[config.mk]
export PLATFORM = sky130hd
export DESIGN_NAME = asc_core
export DESIGN_NICKNAME = d
export VERILOG_FILES = /design/src/rtl/asc_pkg.sv /design/src/rtl/asc_core.sv
export VERILOG_INCLUDE_DIRS = /design/src /design/src/rtl
export SDC_FILE = /design/constraint.sdc
export NUM_CORES = 1
export LEC_CHECK = 0
export BUFFER_PORTS_ARGS = -buffer_cell sky130_fd_sc_hd__buf_2
export CORE_ASPECT_RATIO = 1.75
export CORE_MARGIN = 5
export CORE_UTILIZATION = 31
export DETAILED_ROUTE_END_ITERATION = 12
export GPL_TIMING_DRIVEN = 0
export PLACE_DENSITY_LB_ADDON = 0.12
export SYNTH_ARGS = -nofsm -noshare
export SYNTH_HDL_FRONTEND = slang
export SYNTH_SLANG_ARGS = --single-unit
[constraint.sdc]
create_clock -name mclk_in -period 2.8 [get_ports mclk_in]
set_input_delay 0.14 -clock mclk_in [delete_from_list [all_inputs] [get_ports mclk_in]]
set_output_delay 0.14 -clock mclk_in [all_outputs]
set_load 0.02 [all_outputs]
[src/rtl/asc_regs.svh]
// Register offsets, field positions, reset values and timing counts of the serial core
`ifndef ASC_REGS_SVH
`define ASC_REGS_SVH
`define ASC_OFF_CTRL_ONE   8'h00
`define ASC_OFF_CTRL_TWO   8'h04
`define ASC_OFF_STATUS_ONE 8'h08
`define ASC_OFF_DATA_PORT  8'h0c
`define ASC_OFF_BAUD_DIV   8'h10
`define ASC_RST_CTRL_ONE   6'h00
`define ASC_RST_CTRL_TWO   4'h0
`define ASC_RST_BAUD_DIV   13'h0036
`define ASC_BIT_RX_NINTH   6
`define ASC_BIT_RX_ACTIVE  7
`define ASC_TICKS_PER_BIT  4'hf
`define ASC_FRAME_BITS_8   4'ha
`define ASC_FRAME_BITS_9   4'hb
`define ASC_BREAK_BITS_13  4'hd
`define ASC_BREAK_BITS_14  4'he
`define ASC_IDLE_TICKS_8   8'ha0
`define ASC_IDLE_TICKS_9   8'hb0
`endif

[src/rtl/asc_pkg.sv]
// Types shared by the serial core
package asc_pkg;
    // Line format and wakeup configuration
    typedef struct packed {
        logic ninth_tx_bit;
        logic tx_polarity_flip;
        logic wake_sel;
        logic idle_count_start;
        logic long_break_select;
        logic mode9;
    } asc_cfg_s;
    // Enables and software-driven requests
    typedef struct packed {
        logic rx_sleep;
        logic break_request;
        logic rx_on;
        logic tx_on;
    } asc_ctl_s;
    // Sticky status flags
    typedef struct packed {
        logic framing_error_flag;
        logic noise_flag;
        logic overrun_flag;
        logic idle_flag;
        logic rx_full_flag;
        logic tx_complete_flag;
        logic tx_empty_flag;
    } asc_sts_s;
    // Receiver sequencing
    typedef enum logic [1:0] {
        ASC_RX_HUNT,
        ASC_RX_START,
        ASC_RX_BITS
    } asc_rx_e;
endpackage : asc_pkg

[src/rtl/asc_core.sv]
// Asynchronous serial transmitter and receiver core with an APB register slave
`timescale 1ns/1ps
`default_nettype none
`include "asc_regs.svh"

module asc_core (
    input  wire logic        mclk_in,      // Bus clock, 100 MHz
    input  wire logic        nrst_in,      // Synchronous reset, active low
    input  wire logic        psel_in,      // APB select
    input  wire logic        penable_in,   // APB access phase
    input  wire logic        pwrite_in,    // APB direction, high for write
    input  wire logic [7:0]  paddr_in,     // APB byte address
    input  wire logic [31:0] pwdata_in,    // APB write data
    output logic      [31:0] prdata_out,   // APB read data
    output logic             pready_out,   // APB ready
    output logic             pslverr_out,  // APB error on unmapped address
    input  wire logic        rx_pin_in,    // Serial receive line
    output logic             tx_pin_out,   // Serial transmit line
    output logic             tx_drive_out  // High while transmitter owns the pin
);

    ////////////////////////////////////////////////////////////////////////////
    // Declarations
    asc_pkg::asc_cfg_s cfg_ff;
    asc_pkg::asc_ctl_s ctl_ff;
    asc_pkg::asc_sts_s sts_ff;
    asc_pkg::asc_rx_e  rx_st_ff;
    logic [12:0] baud_div_ff, baud_cnt_ff;
    logic [10:0] tx_shift_ff;
    logic [8:0]  tx_buf_ff, rx_shift_ff, rx_buf_ff;
    logic [7:0]  idle_cnt_ff, idle_thr;
    logic [3:0]  tx_sub_ff, tx_left_ff, rt_ff, bit_idx_ff, rt_cur, last_bit;
    logic [2:0]  hist_ff;
    logic [1:0]  vote_ff, zeros;
    logic        tick_ff, tx_fill_ff, idle_pend_ff, brk_pend_ff, tx_on_d_ff, brk_req_d_ff;
    logic        rx_s1_ff, rx_s2_ff, nz_ff, any_one_ff, idle_arm_ff, clr_arm_ff;
    logic        acc, wr_hit, rd_hit, mapped, tx_tick, smp, edge_seen, maj, bit_done;
    logic        stop_done, mark_wake, idle_evt, rx_load, rx_ovr, brk_char;
    logic [31:0] nxt_rdata;

    ////////////////////////////////////////////////////////////////////////////
    // APB decode: one setup cycle, answer in the first access cycle
    assign acc    = psel_in && penable_in && pready_out;
    assign wr_hit = acc && pwrite_in;
    assign rd_hit = acc && !pwrite_in;
    assign mapped = (paddr_in == `ASC_OFF_CTRL_ONE) || (paddr_in == `ASC_OFF_CTRL_TWO) ||
                    (paddr_in == `ASC_OFF_STATUS_ONE) || (paddr_in == `ASC_OFF_DATA_PORT) ||
                    (paddr_in == `ASC_OFF_BAUD_DIV);

    // Read data mux, unmapped reads as zero
    always_comb begin
        nxt_rdata = 32'h0000_0000;
        case (paddr_in)
            `ASC_OFF_CTRL_ONE: begin
                nxt_rdata[5:0]               = cfg_ff;
                nxt_rdata[`ASC_BIT_RX_NINTH] = rx_buf_ff[8];
            end
            `ASC_OFF_CTRL_TWO:   nxt_rdata[3:0] = ctl_ff;
            `ASC_OFF_STATUS_ONE: begin
                nxt_rdata[6:0]                = sts_ff;
                nxt_rdata[`ASC_BIT_RX_ACTIVE] = (rx_st_ff != asc_pkg::ASC_RX_HUNT);
            end
            `ASC_OFF_DATA_PORT:  nxt_rdata[8:0]  = rx_buf_ff;
            `ASC_OFF_BAUD_DIV:   nxt_rdata[12:0] = baud_div_ff;
            default:             nxt_rdata = 32'h0000_0000;
        endcase
    end

    // Bus answer registers
    always_ff @(posedge mclk_in) begin
        if (!nrst_in) begin
            pready_out  <= 1'b0;
            pslverr_out <= 1'b0;
            prdata_out  <= 32'h0000_0000;
        end else begin
            pready_out  <= psel_in && !penable_in;
            pslverr_out <= psel_in && !penable_in && !mapped;
            prdata_out  <= nxt_rdata;
        end
    end

    // Configuration and control writes; hardware clears sleep on wakeup
    always_ff @(posedge mclk_in) begin
        if (!nrst_in) begin
            cfg_ff      <= `ASC_RST_CTRL_ONE;
            ctl_ff      <= `ASC_RST_CTRL_TWO;
            baud_div_ff <= `ASC_RST_BAUD_DIV;
        end else begin
            if (mark_wake || (idle_evt && !cfg_ff.wake_sel && ctl_ff.rx_sleep)) begin
                ctl_ff.rx_sleep <= 1'b0;
            end
            if (wr_hit && paddr_in == `ASC_OFF_CTRL_ONE) cfg_ff <= pwdata_in[5:0];
            if (wr_hit && paddr_in == `ASC_OFF_CTRL_TWO) ctl_ff <= pwdata_in[3:0];
            if (wr_hit && paddr_in == `ASC_OFF_BAUD_DIV) baud_div_ff <= pwdata_in[12:0];
        end
    end

    ////////////////////////////////////////////////////////////////////////////
    // Baud divider: 16x sample tick, transmit bit on every sixteenth tick
    always_ff @(posedge mclk_in) begin
        if (!nrst_in) begin
            baud_cnt_ff <= 13'h0000;
            tick_ff     <= 1'b0;
            tx_sub_ff   <= 4'h0;
        end else begin
            tick_ff <= (baud_cnt_ff >= baud_div_ff);
            baud_cnt_ff <= (baud_cnt_ff >= baud_div_ff) ? 13'h0000 : baud_cnt_ff + 13'h0001;
            if (tick_ff) tx_sub_ff <= tx_sub_ff + 4'h1;
        end
    end
    assign tx_tick = tick_ff && (tx_sub_ff == `ASC_TICKS_PER_BIT);

    ////////////////////////////////////////////////////////////////////////////
    // Transmit buffer and queued idle/break requests
    always_ff @(posedge mclk_in) begin
        if (!nrst_in) begin
            tx_buf_ff    <= 9'h000;
            idle_pend_ff <= 1'b0;
            brk_pend_ff  <= 1'b0;
            tx_on_d_ff   <= 1'b0;
            brk_req_d_ff <= 1'b0;
        end else begin
            tx_on_d_ff   <= ctl_ff.tx_on;
            brk_req_d_ff <= ctl_ff.break_request;
            if (tx_tick && tx_left_ff <= 4'h1) begin
                if (idle_pend_ff) idle_pend_ff <= 1'b0;
                else if (brk_pend_ff) brk_pend_ff <= ctl_ff.break_request;
            end
            if (ctl_ff.tx_on && !tx_on_d_ff) idle_pend_ff <= 1'b1;
            if (!ctl_ff.break_request && brk_req_d_ff) brk_pend_ff <= 1'b1;
            if (wr_hit && paddr_in == `ASC_OFF_DATA_PORT) begin
                tx_buf_ff <= {cfg_ff.ninth_tx_bit, pwdata_in[7:0]};
            end
        end
    end

    // Transmit shifter: idle frames first, then breaks, then data
    always_ff @(posedge mclk_in) begin
        if (!nrst_in) begin
            tx_shift_ff <= 11'h7ff;
            tx_fill_ff  <= 1'b1;
            tx_left_ff  <= 4'h0;
        end else if (tx_tick) begin
            if (tx_left_ff > 4'h1) begin
                tx_shift_ff <= {tx_fill_ff, tx_shift_ff[10:1]};
                tx_left_ff  <= tx_left_ff - 4'h1;
            end else if (idle_pend_ff) begin
                tx_shift_ff <= 11'h7ff;
                tx_fill_ff  <= 1'b1;
                tx_left_ff  <= cfg_ff.mode9 ? `ASC_FRAME_BITS_9 : `ASC_FRAME_BITS_8;
            end else if (brk_pend_ff) begin
                tx_shift_ff <= 11'h000;
                tx_fill_ff  <= 1'b0;
                case ({cfg_ff.long_break_select, cfg_ff.mode9})
                    2'b00:   tx_left_ff <= `ASC_FRAME_BITS_8;
                    2'b01:   tx_left_ff <= `ASC_FRAME_BITS_9;
                    2'b10:   tx_left_ff <= `ASC_BREAK_BITS_13;
                    default: tx_left_ff <= `ASC_BREAK_BITS_14;
                endcase
            end else if (ctl_ff.tx_on && !sts_ff.tx_empty_flag) begin
                // Start, LSB-first data, optional ninth bit, stop
                tx_shift_ff <= cfg_ff.mode9 ? {1'b1, tx_buf_ff, 1'b0}
                                            : {2'b11, tx_buf_ff[7:0], 1'b0};
                tx_fill_ff  <= 1'b1;
                tx_left_ff  <= cfg_ff.mode9 ? `ASC_FRAME_BITS_9 : `ASC_FRAME_BITS_8;
            end else begin
                tx_shift_ff <= 11'h7ff;
                tx_fill_ff  <= 1'b1;
                tx_left_ff  <= 4'h0;
            end
        end
    end

    // Line drive: idle high, inverted by polarity flip; pin held until work ends
    always_ff @(posedge mclk_in) begin
        if (!nrst_in) begin
            tx_pin_out   <= 1'b1;
            tx_drive_out <= 1'b0;
        end else begin
            tx_pin_out   <= ((tx_left_ff != 4'h0) ? tx_shift_ff[0] : 1'b1)
                            ^ cfg_ff.tx_polarity_flip;
            tx_drive_out <= ctl_ff.tx_on || (tx_left_ff != 4'h0) ||
                            idle_pend_ff || brk_pend_ff;
        end
    end

    ////////////////////////////////////////////////////////////////////////////
    // Receive input synchroniser and per-tick sampling terms
    always_ff @(posedge mclk_in) begin
        if (!nrst_in) begin
            rx_s1_ff <= 1'b1;
            rx_s2_ff <= 1'b1;
        end else begin
            rx_s1_ff <= rx_pin_in;
            rx_s2_ff <= rx_s1_ff;
        end
    end

    assign smp       = rx_s2_ff;
    assign rt_cur    = rt_ff + 4'h1;  // Slot of this sample, 0 stands for RT16
    assign edge_seen = tick_ff && !smp && (hist_ff == 3'b111);
    assign last_bit  = cfg_ff.mode9 ? 4'ha : 4'h9;
    assign zeros     = {1'b0, !vote_ff[0]} + {1'b0, !vote_ff[1]};
    assign maj       = (vote_ff[0] && vote_ff[1]) || (smp && (vote_ff[0] || vote_ff[1]));
    assign bit_done  = tick_ff && (rx_st_ff == asc_pkg::ASC_RX_BITS) && (rt_cur == 4'ha);
    assign stop_done = bit_done && (bit_idx_ff == last_bit);
    assign mark_wake = bit_done && (bit_idx_ff == last_bit - 4'h1) && maj &&
                       cfg_ff.wake_sel && ctl_ff.rx_sleep;
    assign brk_char  = !any_one_ff && !maj;
    assign rx_load   = stop_done && !ctl_ff.rx_sleep && !sts_ff.framing_error_flag &&
                       !sts_ff.rx_full_flag;
    assign rx_ovr    = stop_done && !ctl_ff.rx_sleep && !sts_ff.framing_error_flag &&
                       sts_ff.rx_full_flag;
    assign idle_thr  = cfg_ff.mode9 ? `ASC_IDLE_TICKS_9 : `ASC_IDLE_TICKS_8;
    assign idle_evt  = tick_ff && smp && (idle_cnt_ff == idle_thr - 8'h01);

    // Edge-search history, preloaded with ones after a non-break framing error
    always_ff @(posedge mclk_in) begin
        if (!nrst_in) begin
            hist_ff <= 3'b000;
        end else if (stop_done && !maj && !brk_char) begin
            hist_ff <= 3'b111;
        end else if (tick_ff) begin
            hist_ff <= {hist_ff[1:0], smp};
        end
    end

    // Receive sequencer: start check, bit voting, realignment on edges
    always_ff @(posedge mclk_in) begin
        if (!nrst_in || !ctl_ff.rx_on) begin
            rx_st_ff    <= asc_pkg::ASC_RX_HUNT;
            rt_ff       <= 4'h0;
            bit_idx_ff  <= 4'h0;
            vote_ff     <= 2'b11;
            nz_ff       <= 1'b0;
            any_one_ff  <= 1'b0;
            rx_shift_ff <= 9'h000;
        end else if (tick_ff) begin
            rt_ff <= rt_cur;
            case (rx_st_ff)
                asc_pkg::ASC_RX_HUNT: begin
                    if (edge_seen) begin
                        rx_st_ff   <= asc_pkg::ASC_RX_START;
                        rt_ff      <= 4'h1;
                        bit_idx_ff <= 4'h0;
                        vote_ff    <= 2'b11;
                        nz_ff      <= 1'b0;
                        any_one_ff <= 1'b0;
                    end
                end
                asc_pkg::ASC_RX_START: begin
                    if (rt_cur == 4'h3) vote_ff[0] <= smp;
                    if (rt_cur == 4'h5) vote_ff[1] <= smp;
                    if (rt_cur == 4'h7) begin
                        if (zeros + {1'b0, !smp} < 2'h2) begin
                            rx_st_ff <= asc_pkg::ASC_RX_HUNT;
                        end
                    end
                    if (rt_cur == 4'h3 || rt_cur == 4'h5 || rt_cur == 4'h7 ||
                        rt_cur == 4'h8 || rt_cur == 4'h9 || rt_cur == 4'ha) begin
                        if (smp) nz_ff <= 1'b1;
                    end
                    if (rt_cur == 4'h0) begin
                        rx_st_ff   <= asc_pkg::ASC_RX_BITS;
                        bit_idx_ff <= 4'h1;
                    end
                end
                asc_pkg::ASC_RX_BITS: begin
                    if (rt_cur == 4'h8) vote_ff[0] <= smp;
                    if (rt_cur == 4'h9) vote_ff[1] <= smp;
                    if (rt_cur == 4'ha) begin
                        if (!(vote_ff[0] == smp && vote_ff[1] == smp)) begin
                            nz_ff <= 1'b1;
                        end
                        if (bit_idx_ff != last_bit) begin
                            rx_shift_ff <= cfg_ff.mode9 ? {maj, rx_shift_ff[8:1]}
                                                        : {1'b0, maj, rx_shift_ff[7:1]};
                            if (maj) any_one_ff <= 1'b1;
                        end else begin
                            rx_st_ff <= asc_pkg::ASC_RX_HUNT;
                        end
                    end
                    if (edge_seen) begin
                        rt_ff <= 4'h1;
                        if (rt_cur >= 4'hb || rt_cur == 4'h0) begin
                            bit_idx_ff <= bit_idx_ff + 4'h1;
                        end
                    end else if (rt_cur == 4'h0) begin
                        bit_idx_ff <= bit_idx_ff + 4'h1;
                    end
                end
                default: rx_st_ff <= asc_pkg::ASC_RX_HUNT;
            endcase
        end
    end

    // Idle-line counter, started after the start bit or after the stop bit
    always_ff @(posedge mclk_in) begin
        if (!nrst_in) begin
            idle_cnt_ff <= 8'h00;
        end else if (tick_ff) begin
            if (!smp) begin
                idle_cnt_ff <= 8'h00;
            end else if (idle_cnt_ff != idle_thr &&
                         (rx_st_ff == asc_pkg::ASC_RX_HUNT ||
                          (!cfg_ff.idle_count_start && rx_st_ff == asc_pkg::ASC_RX_BITS))) begin
                idle_cnt_ff <= idle_cnt_ff + 8'h01;
            end
        end
    end

    ////////////////////////////////////////////////////////////////////////////
    // Receive buffer
    always_ff @(posedge mclk_in) begin
        if (!nrst_in) begin
            rx_buf_ff <= 9'h000;
        end else if (rx_load) begin
            rx_buf_ff <= rx_shift_ff;
        end
    end

    // Flag clearing sequence: status read arms, data read completes, data write disarms without clearing
    always_ff @(posedge mclk_in) begin
        if (!nrst_in) begin
            clr_arm_ff <= 1'b0;
        end else if (rd_hit && paddr_in == `ASC_OFF_STATUS_ONE && sts_ff[6:2] != 5'h00) begin
            clr_arm_ff <= 1'b1;
        end else if (acc && paddr_in == `ASC_OFF_DATA_PORT) begin
            clr_arm_ff <= 1'b0;
        end
    end

    // Status flags; a hardware set in the read-clearing cycle wins, but a data write clears the transmit flags over a hardware set
    always_ff @(posedge mclk_in) begin
        if (!nrst_in) begin
            sts_ff      <= 7'h03;
            idle_arm_ff <= 1'b0;
        end else begin
            if (rd_hit && paddr_in == `ASC_OFF_DATA_PORT && clr_arm_ff) begin
                sts_ff.rx_full_flag       <= 1'b0;
                sts_ff.idle_flag          <= 1'b0;
                sts_ff.overrun_flag       <= 1'b0;
                sts_ff.noise_flag         <= 1'b0;
                sts_ff.framing_error_flag <= 1'b0;
            end
            if (tx_tick && tx_left_ff <= 4'h1 && !idle_pend_ff && !brk_pend_ff &&
                ctl_ff.tx_on && !sts_ff.tx_empty_flag) begin
                sts_ff.tx_empty_flag    <= 1'b1;
                sts_ff.tx_complete_flag <= 1'b0;
            end else if (tx_tick && tx_left_ff <= 4'h1 && (idle_pend_ff || brk_pend_ff)) begin
                sts_ff.tx_complete_flag <= 1'b0;
            end else if (tx_tick && tx_left_ff == 4'h1) begin
                sts_ff.tx_complete_flag <= 1'b1;
            end
            if (wr_hit && paddr_in == `ASC_OFF_DATA_PORT) begin
                sts_ff.tx_empty_flag    <= 1'b0;
                sts_ff.tx_complete_flag <= 1'b0;
            end
            if (rx_load) begin
                sts_ff.rx_full_flag       <= 1'b1;
                sts_ff.noise_flag         <= nz_ff || !(vote_ff[0] == smp && vote_ff[1] == smp);
                sts_ff.framing_error_flag <= !maj;
                idle_arm_ff               <= 1'b1;
            end
            if (rx_ovr) sts_ff.overrun_flag <= 1'b1;
            if (idle_evt && !ctl_ff.rx_sleep && idle_arm_ff) begin
                sts_ff.idle_flag <= 1'b1;
                idle_arm_ff      <= 1'b0;
            end
        end
    end

endmodule : asc_core
`default_nettype wire

==> results.tsv, run 1 <==
metric	value	unit
status	finished, final reports clean	
critical-path cell list	clkbuf_1, nand4_1, or3_1, a21oi_1, o21ai_0	
P_sw	1.01	mW
Hold Vio Cnt, Final	0	
TritonCTS Buffers	17	
crit path DAT	2830	ps
Total Power	4.48	mW
Setup Viol. Count Final	0	
GRT Total Usage	0.168	
H-tree levels	4	
Crit. End Element	register	
crit start category	register	
initial antenna violation count	0	
critical path class	reg -> reg	
Post-DP HPWL	15.9	mm
Max Fclk	0.392	GHz
Die Width	123	microns
register area share after synthesis	0.408	
reg2reg end	tx_shift_ff[4]$_SDFFE_PN1N_	
Initial Util	0.313	
FF-to-FF Start	tick_ff$_SDFF_PN0_	
area leader, netlist	dfxtp_1	
die area	25500	sq um
# rows	72	
Netlist cell types	66	
via/cell ratio	4.90	
CTS tree	done	
share of cells above drive strength 1	0.119	
CTS max path bufs	2	
I/O pin total	82	
Simple-Gate Fraction of Synth Area	0.214	
dominant cells by area after synthesis	dfxtp_1, ha_1, nor2_1	
fin crit share	0.912	
Util after Layout	0.376	
clock group share of total power	0.509	
Pwr Density	540	nW/um^2
Hold Path Class	in -> reg	
fin area	8290	sq um
met2 WL post-DR	11.6	mm
number of inserted diodes	0	
slew of the pin with the lowest slew margin	904	ps
Worst EP required	3080	ps
internal power	3.47	mW
Synth Area per Inst	8.38	sq um
synth cell count leaders	dfxtp_1, nor2_1, nand2_1, a21oi_1, o21ai_0	
share of flip-flops with an asynchronous set or reset	0	
Crit path buffers/inverters	1	
CTS sink count	141	
core box area	22100	sq um
Reg clk slew, reported paths	60	ps
Warnings, synthesis	0	
Max transition margin	0.392	
WL met3	617	microns
most common cell in the netlist	dfxtp_1	
Pre-antenna DRT Iters	7	
Avg WL per Cell	17.0	microns
Pleak	3.37	nW
NumNets Final	995	
Crit. path cell count	5	
Comb pwr share	0.040	
clk_skew	8.04	ps
M1 WL	7.88	mm
DRC violation count after routing	0	
worst hold stages	2	
worst-path cell with the longest stage delay	dfxtp_1	
grt total ovfl	0	
Final min period	2550	ps
Synth Register Bits	141	
Switching Fraction	0.225	
main combinational cell family by area after synthesis	simple AND/OR/NAND/NOR gates	
Worst path max stage delay	580	ps
Max Cap Viol	0	
Reg2Reg Setup Slack	250	ps
sequential standard cell area	2830	sq um
Setup Fix Bufs, Post-CTS	0	
worst setup margin	247	ps
Syn Inst Count	825	
delay-heaviest family, CP	simple AND/OR/NAND/NOR gates	
First DRT Iteration DRCs	262	
Setup WS pre-CTS	-365	ps
Synth Area in Compound Gates	0.162	
placer congestion estimate	0.797	
FILL cells	2336	
Detailed Route WL	20.8	mm
largest net degree at the start of global routing	17	
Mapped Area	6920	sq um
dominant synthesized flop cell	dfxtp_1	
detailed-route via count	6004	
critical path peak fanout	10	
Synth Area in Adders	0.0593	
worst skew pair latency	430	ps
area grow syn2layout	19.9	%
top layer in use	met4	
placed cell areas	7560	sq um
worst vdd ir	0.421	mV
Post-synth EDFFs	0	
Worst Setup SP	tick_ff$_SDFF_PN0_	
multi-input logic area	3730	sq um
CTS root buffer	clkbuf_16	
RSZ-0062 raised after global routing	no	
final slew viol count	0	
multiplexer area fraction after synthesis	0.0637	
Die Y	208	microns
CP Capture Point	tx_shift_ff[4]$_SDFFE_PN1N_	
Yosys top cell area share	0.408	
IO buf count	41	
R2R cell count	5	
vias in the first global route	6165	
global-route wire length before repair	32.9	mm
antenna-violating nets left	0	
Post-Synth XOR/XNOR Area	0.0291	
Reg power frac	0.451	
-- placed cells by master (no fill, tap or decap), drive strengths merged, types with 14 or more instances in the layout --
| cell type | instances |
|---|---|
| a21oi | 57 |
| buf | 64 |
| clkbuf | 55 |
| conb | 19 |
| dfxtp | 141 |
| dlygate4sd3 | 14 |
| ha | 32 |
| inv | 38 |
| mux2i | 35 |
| nand2 | 92 |
| nand2b | 19 |
| nand3 | 20 |
| nand4 | 17 |
| nor2 | 100 |
| o21ai | 40 |
| xor2 | 16 |
-- metal layers --
layer / GRT usage / vias to the layer above
met2: 0.320 / 115
li1: - / 3034
met1: 0.170 / 2819
met4: 0.0789 / 0
met3: 0.0319 / 36
met5: 0 / -
-- area by class of cell --
class / count / share of cell area
Clock buffer: 19 / 0.0522
Inverter: 37 / 0.0167
Multi-Input combinational cell: 606 / 0.450
Clock inverter: 12 / 0.0176
Buffer: 59 / 0.0367
Sequential cell: 141 / 0.341
Tap cell: 296 / 0.0447
Timing Repair Buffer: 55 / 0.0416
-- logic make-up (layout without fill, tap and decap cells) --
| family | Yosys count | after routing |
|---|---|---|
| compound gates | 178 | 178 |
| xor+xnor | 23 | 23 |
| fa+ha+maj | 33 | 33 |
| other cells | 1 | 19 |
| buf+inv | 96 | 182 |
| simple gates | 313 | 313 |
| flops | 141 | 141 |
| mux | 40 | 40 |
-- metrics by stage --
step | cells | hold WS [ps] | TNS [ps]
after detailed placement | 1180 | 348 | -4140
after floorplan | 843 | 224 | 0
after global routing | 1225 | 11.3 | 0
after CTS | 1225 | 0.122 | 0
final | 1225 | 24.9 | 0
after global placement | 1180 | 348 | -3800
-- power by group through the flow --
stage / registers, mW / clock network [mW] / logic, mW
6_report: 2.02 / 2.28 / 0.179
5_1_grt: 2.02 / 2.42 / 0.193
4_1_cts: 2.02 / 2.34 / 0.180
2_1_floorplan: 2.06 / 0 / 0.0974
3_3_place_gp: 2.06 / 0 / 0.165
3_5_place_dp: 2.06 / 0 / 0.164
-- timing repair --
action | 4_1_cts | 5_1_grt
gates cloned | 0 | 0
gates resized for setup | 4 | 4
hold buffers | 14 | 0
endpoints found under the setup margin | 25 | 12
pin swaps | 1 | 0
hold endpoints to repair | 22 | 0
-- registers in the layout, indices dropped and copies added, names as in the netlist, 2 cells and up, named ones only --
name and count:
baud_cnt_ff 13, baud_div_ff 13, prdata_out 13, tx_shift_ff 11
rx_buf_ff 9, rx_shift_ff 9, tx_buf_ff 9, idle_cnt_ff 8
sts_ff 7, cfg_ff 6, bit_idx_ff 4, ctl_ff 4
rt_ff 4, tx_left_ff 4, tx_sub_ff 4, hist_ff 3
rx_st_ff 2, vote_ff 2
-- worst min-delay path by stage --
stage | endpoint | slack, ps | from
3_5_place_dp | rx_s1_ff$_SDFF_PN1_ | 350 | rx_pin_in
4_1_cts | ctl_ff[3]$_SDFFE_PN0P_ | 0.1 | pwdata_in[3]
5_1_grt | pready_out$_SDFF_PN0_ | 10 | psel_in
6_report | pready_out$_SDFF_PN0_ | 20 | psel_in
3_3_place_gp | rx_s1_ff$_SDFF_PN1_ | 350 | rx_pin_in
2_1_floorplan | pready_out$_SDFF_PN0_ | 220 | penable_in
Power figures use the tool's default switching activity.
==> inputs of run 2 (changes only) <==
==> constraint.sdc (replaced) <==
create_clock -name mclk_in -period 2.8 [get_ports mclk_in]
set_input_delay 0 -clock mclk_in [delete_from_list [all_inputs] [get_ports mclk_in]]
set_output_delay 0 -clock mclk_in [all_outputs]
set_load 0.02 [all_outputs]
==> run 2 against run 1 <==
Hold slack better by 9.6 ps. Sequential share of layout area fell by 0.12 points. Clock-buffer cell count is the same. Cell area grew 0.36%. First-iteration DRC count is 6.1% higher. Core utilization grew 0.14 points. Total power is 0.11% higher.
==> results.tsv, run 2 (synthesized netlist as in run 1, its figures left out) <==
metric	value	unit	change
biggest regs	baud_cnt_ff: 13 flops, baud_div_ff: 13 flops, prdata_out: 13 flops		
Max Fclk	0.389	GHz	-0.78%
Max Cap Viol	0		unchanged
Total Power	4.48	mW	+0.11%
Switching Fraction	0.226		+0.000339
Post-DP HPWL	15.9	mm	unchanged
Die Y	208	microns	unchanged
critical path class	reg -> reg		
core box area	22100	sq um	unchanged
Max transition margin	0.382		-0.0100
critical path peak fanout	10		unchanged
P_sw	1.01	mW	+0.26%
Avg WL per Cell	17.0	microns	about the same
Crit. End Element	register		
placer congestion estimate	0.797		unchanged
GRT Total Usage	0.168		+0.000223
Pleak	3.38	nW	+0.43%
internal power	3.47	mW	about the same
Pwr Density	538	nW/um^2	-0.25%
Setup Viol. Count Final	0		unchanged
WL met3	675	microns	+9.4%
First DRT Iteration DRCs	278		+6.1%
die area	25500	sq um	unchanged
detailed-route via count	6043		+0.65%
via/cell ratio	4.92		+0.40%
IO buf count	41		unchanged
Hold Path Class	in -> reg		
worst-path cell with the longest stage delay	dfxtp_1		
Detailed Route WL	20.9	mm	+0.26%
Worst EP required	3080	ps	about the same
NumNets Final	998		+0.30%
initial antenna violation count	0		unchanged
commonest cells after routing, fill and taps aside	dfxtp_1, nor2_1, nand2_1		
CTS tree	done		
dpl cells	1180		unchanged
Reg clk slew, reported paths	60	ps	about the same
Setup Fix Bufs, Post-CTS	0		unchanged
Initial Util	0.313		unchanged
critical-path cell list	clkbuf_1, nand4_1, or3_1, a21oi_1, o21ai_0		
worst vdd ir	0.423	mV	+0.48%
number of inserted diodes	0		unchanged
clk_skew	6.33	ps	-1.71 ps
Final min period	2570	ps	+20.0 ps
worst setup margin	227	ps	-20.0 ps
antenna-violating nets left	0		unchanged
fin crit share	0.919		+0.00713
final slew viol count	0		unchanged
crit path DAT	2850	ps	+20 ps
worst skew pair latency	430	ps	about the same
CTS root buffer	clkbuf_16		
clock group share of total power	0.509		about the same
H-tree levels	4		unchanged
non-filler cells, final	1228		+0.24%
area grow syn2layout	20.4	%	
# rows	72		unchanged
CTS max path bufs	2		unchanged
grt total ovfl	0		unchanged
vias in the first global route	6180		+0.24%
M1 WL	7.90	mm	+0.22%
I/O pin total	82		unchanged
DRC violation count after routing	0		unchanged
TritonCTS Buffers	17		unchanged
crit start category	register		
RSZ-0062 raised after global routing	no		
Worst path max stage delay	580	ps	about the same
status	finished, final reports clean		
Comb pwr share	0.041		about the same
slew of the pin with the lowest slew margin	919	ps	+14.9 ps
CTS sink count	141		unchanged
FILL cells	2334		-0.086%
Die Width	123	microns	unchanged
Setup WS pre-CTS	-365	ps	unchanged
Reg power frac	0.450		about the same
multi-input logic area	3730	sq um	unchanged
sequential standard cell area	2830	sq um	unchanged
Pre-antenna DRT Iters	4		-3
met2 WL post-DR	11.6	mm	-0.34%
share of cells above drive strength 1	0.119		-0.000385
Hold Vio Cnt, Final	0		unchanged
top layer in use	met4		
commonest non-fill, non-tap cell in the layout	dfxtp_1		
largest net degree at the start of global routing	17		unchanged
global-route wire length before repair	33.0	mm	+0.17%
==> run 2: cell types whose count changed in the layout (fill, tap and decap cells not counted) <==
cell,before,now
dlygate4sd3_1,14,17
==> run 2: stage by stage <==
step                       util  TNS [ps]  hold WS (ps)  cell area, sq um
after floorplan               -         0          84.0              6980
after global placement    0.343     -3800           208              7560
after detailed placement  0.343     -4140           208              7560
after CTS                 0.377         0          38.7              8320
after global routing      0.377         0          55.5              8320
final                     0.377         0          34.5              8320
==> run 2: cell type report <==
cell class	count	area share
well taps	296	0.0445
inverters	37	0.0167
clock buffers	19	0.0520
flip-flops and latches	141	0.339
repair buffers	58	0.0451
multi-input cells	606	0.448
clock inverters	12	0.0176
plain buffers	59	0.0365
==> run 2: repair_timing <==
action,in CTS,in global routing
hold buffers,17,0
gates cloned,0,0
endpoints found under the setup margin,25,12
resized for setup,4,4
endpoints found under the hold margin,35,0
pin swaps,1,0
==> run 2: final timing paths <==
check             depth (start not counted)                 from  slack, ps                          end
setup / recovery                          5   tick_ff$_SDFF_PN0_        230  tx_shift_ff[4]$_SDFFE_PN1N_
hold / removal                            4          paddr_in[0]         30     prdata_out[4]$_SDFF_PN0_
setup reg to reg                          5   tick_ff$_SDFF_PN0_        230  tx_shift_ff[4]$_SDFFE_PN1N_
hold reg to reg                           1  rx_s1_ff$_SDFF_PN1_        410          rx_s2_ff$_SDFF_PN1_
==> run 2: routing by layer <==
layer	vias up	global-route usage
met5	-	0
met4	0	0.0789
met3	39	0.0316
met2	133	0.321
met1	2828	0.171
li1	3043	-
==> run 2: power by group through the flow <==
| stage | logic (mW) | registers [mW] | clock network (mW) |
|---|---|---|---|
| 2_1_floorplan | 0.0974 | 2.06 | 0 |
| 3_5_place_dp | 0.164 | 2.06 | 0 |
| 6_report | 0.182 | 2.02 | 2.28 |
| 5_1_grt | 0.196 | 2.02 | 2.42 |
| 3_3_place_gp | 0.165 | 2.06 | 0 |
| 4_1_cts | 0.183 | 2.02 | 2.34 |
==> run 2: critical path, delay by kind of cell (launching register included) <==
kind / cells / cell delay, ps
flops: 1 / 580
simple gates: 2 / 1110
compound gates: 2 / 260
buf+inv: 1 / 480
